<file path="src/dmb_consts.svh">
`ifndef DMB_CONSTS_SVH
`define DMB_CONSTS_SVH

// Mailbox word width
`define DMB_DATA_W      32
// Control word fields
`define DMB_CTL_VER_HI  31
`define DMB_CTL_VER_LO  28
`define DMB_CTL_OFULL   1
`define DMB_CTL_IFULL   0
`define DMB_CTL_USED_W  6
// Coprocessor slot and register numbers
`define DMB_CP_SLOT     4'hE
`define DMB_CP_REG_CTL  1'h0
`define DMB_CP_REG_DATA 1'h1
// Scan chain number and layout
`define DMB_CHAIN_NUM   4'h2
`define DMB_CHAIN_LEN   34
`define DMB_CHAIN_ADDR  32
`define DMB_CHAIN_WR    33
// Outbound FIFO depth
`define DMB_FIFO_DEPTH  8
// Synchroniser idle levels, interrupt pins high
`define DMB_PIN_IDLE    11'h060

`endif

</file>
<file path="src/dmb_pkg.sv">
package dmb_pkg;
    // One mailbox data word
    typedef logic [31:0] dmb_word_t;
    // Coprocessor register select
    typedef logic [0:0]  dmb_creg_t;
    // Scan chain number as presented by the TAP controller
    typedef logic [3:0]  dmb_chain_t;
endpackage : dmb_pkg

</file>
<file path="src/dmb_debug_mailbox.sv">
`timescale 1ns/100ps
`include "dmb_consts.svh"
// Summary of operation
// - Debug disabled: breakpoint and halt request forced low
// - Debug disabled: acknowledge output forced low
// - Debug disabled: interrupts pass through unchanged
// - Debug disabled: debug logic enters low power
// - 32-bit inbound register, debugger fills, processor reads
// - 32-bit outbound register, processor fills, debugger reads
// - 32-bit control word carries handshake state
// - Control word is read-only
// - Top nibble version code, bits 27:2 reserved
// - Bit 1 flags outbound data awaiting debugger
// - Bit 0 flags inbound data awaiting processor
// - Debugger reaches mailbox over scan chain 2
// - Coprocessor 14: C0 control, C1 data both ways
// - Processor write sets outbound-full flag
// - Debugger read of outbound clears outbound-full
// - Debugger sees synchronised copies of both flags
// - Debugger write of inbound sets inbound-full
// - Processor read of inbound clears inbound-full
// - Receive notify shows inbound word waiting
// - Transmit notify shows outbound register free

// Small first-word-fall-through FIFO with registered ready and valid
module dmb_fifo #(
    parameter int WIDTH = 32,
    parameter int DEPTH = 8
) (
    input  wire logic             mclk,
    input  wire logic             rstn,
    input  wire logic             in_valid,
    output logic                  in_ready,
    input  wire logic [WIDTH-1:0] in_data,
    output logic                  out_valid,
    input  wire logic             out_ready,
    output logic      [WIDTH-1:0] out_data
);
    localparam int AW = $clog2(DEPTH);

    logic [WIDTH-1:0] mem_q [DEPTH];   // Storage
    logic [AW-1:0]    wr_ptr_q;        // Write pointer
    logic [AW-1:0]    rd_ptr_q;        // Read pointer
    logic [AW:0]      count_q;         // Words held
    logic [AW:0]      count_d;         // Next word count
    logic             push;            // Accepted write
    logic             pop;             // Accepted read
    logic             ready_q;         // Not full, registered
    logic             valid_q;         // Not empty, registered

    assign push      = in_valid & ready_q;
    assign pop       = out_ready & valid_q;
    assign in_ready  = ready_q;
    assign out_valid = valid_q;
    assign out_data  = mem_q[rd_ptr_q];

    // Occupancy after this cycle's push and pop
    // Push and pop together leave it unchanged
    always_comb begin
        count_d = count_q;
        if (push && !pop) begin
            count_d = count_q + 1'b1;
        end else if (pop && !push) begin
            count_d = count_q - 1'b1;
        end
    end

    // Storage is not reset; only pointers carry meaning
    always_ff @(posedge mclk) begin
        if (push) begin
            mem_q[wr_ptr_q] <= in_data;
        end
    end

    // Pointers, count and registered flags
    // Flags follow the next count, so never late
    always_ff @(posedge mclk) begin
        if (!rstn) begin
            wr_ptr_q <= '0;
            rd_ptr_q <= '0;
            count_q  <= '0;
            ready_q  <= 1'b1;
            valid_q  <= 1'b0;
        end else begin
            if (push) begin
                wr_ptr_q <= (wr_ptr_q == AW'(DEPTH - 1)) ? '0 : wr_ptr_q + 1'b1;
            end
            if (pop) begin
                rd_ptr_q <= (rd_ptr_q == AW'(DEPTH - 1)) ? '0 : rd_ptr_q + 1'b1;
            end
            count_q <= count_d;
            ready_q <= (count_d != (AW+1)'(DEPTH));
            valid_q <= (count_d != '0);
        end
    end
endmodule : dmb_fifo

// Debug mailbox with debug-disable gating
// Every pin and the link are sampled on mclk
module dmb_debug_mailbox #(
    parameter logic [3:0] VERSION_CODE = 4'h5  // Arbitrary value
) (
    input  wire logic              mclk,
    input  wire logic              rstn,
    // Debug gating, pins from outside
    input  wire logic              debug_logic_enable,
    input  wire logic              breakpoint_request_in,
    input  wire logic              debug_halt_request,
    input  wire logic              core_in_debug,
    input  wire logic              normal_interrupt_request_n,
    input  wire logic              fast_interrupt_request_n,
    output logic                   core_breakpoint,
    output logic                   core_debug_request,
    output logic                   debug_acknowledge_out,
    output logic                   core_irq_n,
    output logic                   core_fiq_n,
    // Coprocessor register transfers, same clock
    input  wire logic              cp_req,
    input  wire logic              cp_write,
    input  wire logic [3:0]        cp_slot,
    input  wire dmb_pkg::dmb_creg_t cp_reg,
    input  wire dmb_pkg::dmb_word_t cp_wdata,
    output logic                   cp_wr_ready,
    output dmb_pkg::dmb_word_t     cp_rdata,
    output logic                   cp_rvalid,
    // Scan chain from the TAP controller, asynchronous
    input  wire logic              jtag_tck,
    input  wire logic              jtag_tdi,
    input  wire dmb_pkg::dmb_chain_t scan_chain_sel,
    input  wire logic              scan_capture,
    input  wire logic              scan_shift,
    input  wire logic              scan_update,
    output logic                   jtag_tdo,
    // Notifications, usable as interrupt requests
    output logic                   receive_notify_out,
    output logic                   transmit_notify_out
);
    import dmb_pkg::*;

    localparam int NS = 11;            // Number of synchronised pins
    localparam int CL = `DMB_CHAIN_LEN;

    logic [NS-1:0]   pin_raw;          // Pins gathered for sync
    logic [NS-1:0]   meta_q;           // First stage, read only below
    logic [NS-1:0]   sync_q;           // Second stage, safe to use
    dmb_chain_t      sel_meta_q;       // Chain select, first stage
    dmb_chain_t      sel_sync_q;       // Chain select, retimed
    logic            tck_prev_q;       // Previous synchronised clock
    logic            tck_rise;         // Debugger clock rising edge
    logic            en;               // Synchronised enable
    logic            chain_on;         // Chain 2 selected and enabled
    logic            ofull_q;          // Outbound holds unread data
    logic            ifull_q;          // Inbound holds unread data
    logic [1:0]      ofull_dv_q;       // Debugger-side flag copies
    logic [1:0]      ifull_dv_q;       // Debugger-side flag copies
    dmb_word_t       inbound_q;        // Inbound data register
    dmb_word_t       outbound_q;       // Outbound data register
    logic [CL-1:0]   shift_q;          // Scan shift register
    logic            addr_q;           // Address chosen at update
    logic            wr_q;             // Direction chosen at update
    logic            cap_ev;           // Capture on chain 2
    logic            upd_ev;           // Update on chain 2
    logic            dbg_in_wr;        // Debugger writes inbound
    logic            dbg_out_rd;       // Debugger reads outbound
    logic            cp_ctl_rd;        // Processor reads control
    logic            cp_in_rd;         // Processor reads inbound
    logic            cp_out_wr;        // Processor writes outbound
    logic            fifo_valid;       // Outbound FIFO has a word
    dmb_word_t       fifo_data;        // Outbound FIFO head
    logic            fifo_pop;         // Move head into outbound
    dmb_word_t       ctl_word;         // Control word, processor view
    dmb_word_t       ctl_dbg_word;     // Control word, debugger view

    // Every outside pin goes through two flip-flops
    assign pin_raw = {debug_logic_enable, breakpoint_request_in, debug_halt_request,
                      core_in_debug, normal_interrupt_request_n,
                      fast_interrupt_request_n, jtag_tck, jtag_tdi,
                      scan_capture, scan_shift, scan_update};

    // Stages reset to idle levels: a low interrupt
    // bit would fake a request after every reset
    always_ff @(posedge mclk) begin
        if (!rstn) begin
            meta_q     <= `DMB_PIN_IDLE;
            sync_q     <= `DMB_PIN_IDLE;
            tck_prev_q <= 1'b0;
        end else begin
            meta_q     <= pin_raw;
            sync_q     <= meta_q;
            tck_prev_q <= sync_q[4];
        end
    end

    // Chain select is retimed too; its bits may land a
    // cycle apart, harmless as the debugger moves it
    // only between frames, with the link clock still
    always_ff @(posedge mclk) begin
        if (!rstn) begin
            sel_meta_q <= '0;
            sel_sync_q <= '0;
        end else begin
            sel_meta_q <= scan_chain_sel;
            sel_sync_q <= sel_meta_q;
        end
    end

    // Chain select is quasi-static while the chain is in use
    assign en       = sync_q[10];
    assign tck_rise = sync_q[4] & ~tck_prev_q;
    assign chain_on = en && (sel_sync_q == `DMB_CHAIN_NUM);
    assign cap_ev   = chain_on & tck_rise & sync_q[2];
    assign upd_ev   = chain_on & tck_rise & sync_q[0];

    // Gating of debug requests and acknowledge; interrupts are only retimed
    // Enable reaches the core three cycles late
    always_ff @(posedge mclk) begin
        if (!rstn) begin
            core_breakpoint       <= 1'b0;
            core_debug_request    <= 1'b0;
            debug_acknowledge_out <= 1'b0;
            core_irq_n            <= 1'b1;
            core_fiq_n            <= 1'b1;
        end else begin
            core_breakpoint       <= en & sync_q[9];
            core_debug_request    <= en & sync_q[8];
            debug_acknowledge_out <= en & sync_q[7];
            // Interrupts never pass through the enable
            // so the debug unit can never mask them
            core_irq_n            <= sync_q[6];
            core_fiq_n            <= sync_q[5];
        end
    end

    // Processor side decode; control writes fall on the floor
    // A write meeting a full queue is lost
    assign cp_ctl_rd = cp_req && !cp_write && cp_slot == `DMB_CP_SLOT
                       && cp_reg == `DMB_CP_REG_CTL;
    assign cp_in_rd  = cp_req && !cp_write && cp_slot == `DMB_CP_SLOT
                       && cp_reg == `DMB_CP_REG_DATA;
    assign cp_out_wr = cp_req && cp_write && cp_slot == `DMB_CP_SLOT
                       && cp_reg == `DMB_CP_REG_DATA;

    // Control word: version nibble, reserved zeros, two flags
    // Reserved bits read zero for forward use
    always_comb begin
        ctl_word = '0;
        ctl_word[`DMB_CTL_VER_HI:`DMB_CTL_VER_LO] = VERSION_CODE;
        ctl_word[`DMB_CTL_OFULL] = ofull_q;
        ctl_word[`DMB_CTL_IFULL] = ifull_q;
        ctl_dbg_word = ctl_word;
        ctl_dbg_word[`DMB_CTL_OFULL] = ofull_dv_q[1];
        ctl_dbg_word[`DMB_CTL_IFULL] = ifull_dv_q[1];
    end

    // Read answers one cycle after the request
    // cp_rdata holds until the next read
    always_ff @(posedge mclk) begin
        if (!rstn) begin
            cp_rdata  <= '0;
            cp_rvalid <= 1'b0;
        end else begin
            cp_rvalid <= cp_ctl_rd | cp_in_rd;
            if (cp_ctl_rd) begin
                cp_rdata <= ctl_word;
            end else if (cp_in_rd) begin
                cp_rdata <= inbound_q;
            end
        end
    end

    // Outbound words queue here so software can burst a few
    // Eight words of storage hide debugger latency
    dmb_fifo #(
        .WIDTH (`DMB_DATA_W),
        .DEPTH (`DMB_FIFO_DEPTH)
    ) u_out_fifo (
        .mclk      (mclk),
        .rstn      (rstn),
        .in_valid  (cp_out_wr),
        .in_ready  (cp_wr_ready),
        .in_data   (cp_wdata),
        .out_valid (fifo_valid),
        .out_ready (fifo_pop),
        .out_data  (fifo_data)
    );

    // Head moves into the outbound register only while it is empty
    // so a write to an idle queue sets the flag a cycle later
    assign fifo_pop = fifo_valid & ~ofull_q;

    // Debugger read of outbound happens at capture of the data address
    // The word is then in the shift register already
    assign dbg_out_rd = cap_ev & addr_q & ~wr_q;
    // Writes into a full inbound register are dropped
    // rather than overwrite an untaken word
    assign dbg_in_wr  = upd_ev & shift_q[`DMB_CHAIN_WR] & shift_q[`DMB_CHAIN_ADDR]
                        & ~ifull_q;

    // Outbound register and its flag; a pop beats a same-cycle clear
    // A read drops only the flag, never the data
    always_ff @(posedge mclk) begin
        if (!rstn) begin
            outbound_q <= '0;
            ofull_q    <= 1'b0;
        end else if (fifo_pop) begin
            outbound_q <= fifo_data;
            ofull_q    <= 1'b1;
        end else if (dbg_out_rd) begin
            ofull_q    <= 1'b0;
        end
    end

    // Inbound register and its flag; a set beats a same-cycle clear
    // Data stays after a read; the flag marks it stale
    always_ff @(posedge mclk) begin
        if (!rstn) begin
            inbound_q <= '0;
            ifull_q   <= 1'b0;
        end else if (dbg_in_wr) begin
            inbound_q <= shift_q[`DMB_DATA_W-1:0];
            ifull_q   <= 1'b1;
        end else if (cp_in_rd) begin
            ifull_q   <= 1'b0;
        end
    end

    // Flag copies retimed for the debugger's view
    // The debugger may see a flag late, never early
    always_ff @(posedge mclk) begin
        if (!rstn) begin
            ofull_dv_q <= '0;
            ifull_dv_q <= '0;
        end else begin
            ofull_dv_q <= {ofull_dv_q[0], ofull_q};
            ifull_dv_q <= {ifull_dv_q[0], ifull_q};
        end
    end

    // Scan register; frozen while disabled to save power
    // Capture beats shift, shift beats update
    always_ff @(posedge mclk) begin
        if (!rstn) begin
            shift_q <= '0;
            addr_q  <= 1'b0;
            wr_q    <= 1'b0;
        end else if (cap_ev) begin
            shift_q <= {1'b0, addr_q, addr_q ? outbound_q : ctl_dbg_word};
        end else if (chain_on & tck_rise & sync_q[1]) begin
            shift_q <= {sync_q[3], shift_q[CL-1:1]};
        end else if (upd_ev) begin
            addr_q  <= shift_q[`DMB_CHAIN_ADDR];
            wr_q    <= shift_q[`DMB_CHAIN_WR];
        end
    end

    // Serial out and notifications from flip-flops
    // A deselected chain shows a steady zero
    always_ff @(posedge mclk) begin
        if (!rstn) begin
            jtag_tdo            <= 1'b0;
            receive_notify_out  <= 1'b0;
            transmit_notify_out <= 1'b1;
        end else begin
            jtag_tdo            <= chain_on & shift_q[0];
            receive_notify_out  <= ifull_q;
            transmit_notify_out <= ~ofull_q;
        end
    end
endmodule : dmb_debug_mailbox

</file>
<file path="config.mk">
export PLATFORM = sky130hd
export DESIGN_NAME = dmb_debug_mailbox
export DESIGN_NICKNAME = d
export VERILOG_FILES = /design/src/dmb_pkg.sv /design/src/dmb_debug_mailbox.sv
export VERILOG_INCLUDE_DIRS = /design/src /design/src/src
export SDC_FILE = /design/constraint.sdc
export NUM_CORES = 1
export LEC_CHECK = 0
export BUFFER_PORTS_ARGS = -buffer_cell sky130_fd_sc_hd__clkbuf_2
export CORE_UTILIZATION = 60
export CTS_CLUSTER_DIAMETER = 30
export DETAILED_ROUTE_END_ITERATION = 16
export GPL_ROUTABILITY_DRIVEN = 0
export PLACE_DENSITY = 0.79
export SLEW_MARGIN = 30
export SYNTH_ARGS = -nofsm -noshare
export SYNTH_HDL_FRONTEND = slang
export SYNTH_SLANG_ARGS = --single-unit
</file>
<file path="constraint.sdc">
create_clock -name mclk -period 20.2 [get_ports mclk]
set_clock_uncertainty 0.1 [all_clocks]
set_input_delay 5.05 -clock mclk [delete_from_list [all_inputs] [get_ports mclk]]
set_output_delay 5.05 -clock mclk [all_outputs]
set_load 0.02 [all_outputs]
</file>
==> reports/summary.txt <==
Cells along the critical path - clkbuf_2 -> nand2_4 -> nor4_4 -> nand2_1 -> nor3b_2 -> buf_4
Mapped Avg Cell Area - 14.3 um2
Sw Ratio - 0.238
Clock slew at reported path FFs - 0.05 ns
Hold slack - 0.302 ns
Top cell type's share of synthesized area - 0.466
Clock group share of total power - 0.508
Largest net degree at the start of global routing - 79
RSZ-0062 raised after global routing - no
Post-DP HPWL - 17700 um
Area of the die - 28200 um2
Post-Synth Adder-Cell Area - 0.00584
Via density - 5.82
Post-Route WL - 33800 um
Int Power - 2000 uW
R2r setup slk - 17.33 ns
Simple-Gate Fraction of Synth Area - 0.0902
Critical R2R Launch - u_out_fifo.rd_ptr_q[0]
Worst Setup End Kind - flip-flop
Final min period - 6.80 ns
Drt first pass iters - 5
Net Switching - 623 uW
Hold-fix buffers at CTS - 0
Slowest stage cell, crit path - nor4_4
Synthesis warning total - 0
Final slew viol count - 0
Final net count - 1331
Die width - 168 um
Core area - 27000 um2
Vias in the first global route - 9772
Endpoints failing setup - 0
Combinational family with the most area after synthesis - multiplexers
Syn-to-layout area delta - 21.4%
Port bufs - 97
Crit. Startpoint - cp_reg
WP data required - 20.30 ns
Syn nets - 1215
Post-CTS setup buffer count - 0
Post-CTS resize count - 0
Sum of negative setup slack - 0 ns
Fmax - 0.147 GHz
Register bit total from synthesis - 445
Crit Path Max Fanout - 32
Drt drc - 0
Clock buffer depth - 3
Type of the worst min-delay path - reg -> reg
Clock root buffer - clkbuf_16
Flop pwr share - 0.394
Kind of critical path - in -> reg
Top cells by area, synth - edfxtp_1, dfxtp_1, mux4_2, nand2_1, a21oi_1
Post-synthesis sequential area ratio - 0.695
Fin crit share - 0.337
Compound-Gate Fraction of Synth Area - 0.0709
DR vias - 9744
Synthesized cell area - 16500 um2
Combinational share of power - 0.097
Slew @ Worst Pin - 0.914 ns
Total CTS buffers - 77
DR iter-0 viols - 778
Total I/O pin count - 98
Routed len/inst - 20.2 um
Worst VDD drop - 83.7 uV
Max-cap violations - 0
Final hold violation count - 0
PD cells - 131 nW/um2
Post-route antenna net violation count - 0
Slew HR - 0.391
Global route total overflow - 0
TritonCTS clock tree - built
Initial antenna violation count - 2
Crit path DAT - 6.91 ns
Mux share of post-synthesis cell area - 0.113
Most common cell after layout, fill and taps aside - edfxtp_1
H-tree depth - 3
Cell count after synthesis - 1153
Initial Utilization - 0.612
Post-synth cell types - 45
Gr usage total - 0.249
Synth Area in XOR/XNOR - 0.00212
Status - finished clean
Pleak - 0.00688 uW
Worst Setup Start Kind - input pin
Layout cell share with drive strength beyond 1 - 0.256
Hold_sp - sync_q[6]
Commonest cells after routing, fill and taps aside - edfxtp_1, dfxtp_1, nand2_1
Worst-Skew Late Latency - 0.57 ns
Row cnt - 60
First-pass GRT wire length - 53500 um
Synth area leader - edfxtp_1
Max stage delay on crit path - 0.50 ns
Die Y - 168 um
Clock sink count - 445
-- sequential cells by signal, summed over array words and instances (netlist names), 2 cells and up --
register / count
meta_q: 11
u_out_fifo.rd_ptr_q: 3
u_out_fifo.mem_q: 256
sel_meta_q: 4
ifull_dv_q: 2
ofull_dv_q: 2
u_out_fifo.wr_ptr_q: 3
sync_q: 11
sel_sync_q: 4
cp_rdata: 32
inbound_q: 32
u_out_fifo.count_q: 4
shift_q: 34
outbound_q: 32
-- area by class of cell --
class	instances	area [um2]
clock inverters	52	672
flip-flops and latches	445	11500
diodes	2	5.00
well taps	341	427
repair buffers	116	648
clock buffers	90	2060
multi-input cells	622	4720
fillers	1573	6910
inverters	7	26.3
-- per-stage QoR --
stage	area, um2	util	setup slack [ns]	std cells	power [uW]
after floorplan	16500	-	10.29	1153	1240
after global placement	17300	0.641	12.91	1530	1290
after detailed placement	17300	0.642	12.84	1531	1300
after CTS	20000	0.743	13.41	1673	2640
after global routing	20000	0.743	13.28	1674	2720
final	20000	0.744	13.40	1675	2620
-- per-layer routing --
layer	track usage	vias to the layer above	share of wire
met5	0	-	0
met4	0.0977	0	0.028
met3	0.0606	82	0.061
met2	0.418	345	0.50
met1	0.316	4751	0.41
li1	-	4566	-
-- power by group through the flow --
stage	logic (uW)	registers, uW	clock network, uW
3_5_place_dp	248	1050	0
2_1_floorplan	206	1030	0
5_1_grt	282	1040	1390
6_report	256	1030	1330
4_1_cts	259	1030	1350
3_3_place_gp	242	1050	0
-- path summary, 6_finish.rpt --
path,endpoint,cells past startpoint
max,u_out_fifo.mem_q[6][29],6
min reg2reg,core_irq_n,1
min,core_irq_n,1
max reg2reg,outbound_q[29],4
-- cell families after synthesis --
| group | count (synthesis) |
|---|---|
| buffers and inverters | 86 |
| adder cells (fa/ha/maj) | 8 |
| AO/OA/AOI/OAI | 203 |
| AND/OR/NAND/NOR | 301 |
| XOR/XNOR | 4 |
| flip-flops | 445 |
| multiplexers | 106 |
-- Yosys cell counts, drive strengths merged --
master   count
o22ai        3
nand3        3
a31oi       29
maj3         2
nand2      142
a211o        1
edfxtp     256
a22o         1
inv          7
nor4         5
dfxtp      189
a211oi      36
xor2         1
buf         37
mux4        64
a21oi       98
nand3b       5
nand2b      10
o21ai       33
nor3         5
nand4bb      1
and4         1
nor4b        4
nand4        1
clkbuf      42
a311oi       2
ha           6
nor3b        2
and2        32
xnor2        3
nand4b       1
and3         4
nor2        53
nor2b       31
mux2i       42
or4          1
-- critical path, delay by kind of cell --
kind / cells / cell delay [ns]
buf+inv: 2 / 0.74
simple gates: 4 / 1.09
(Power assumes the default switching activity.)
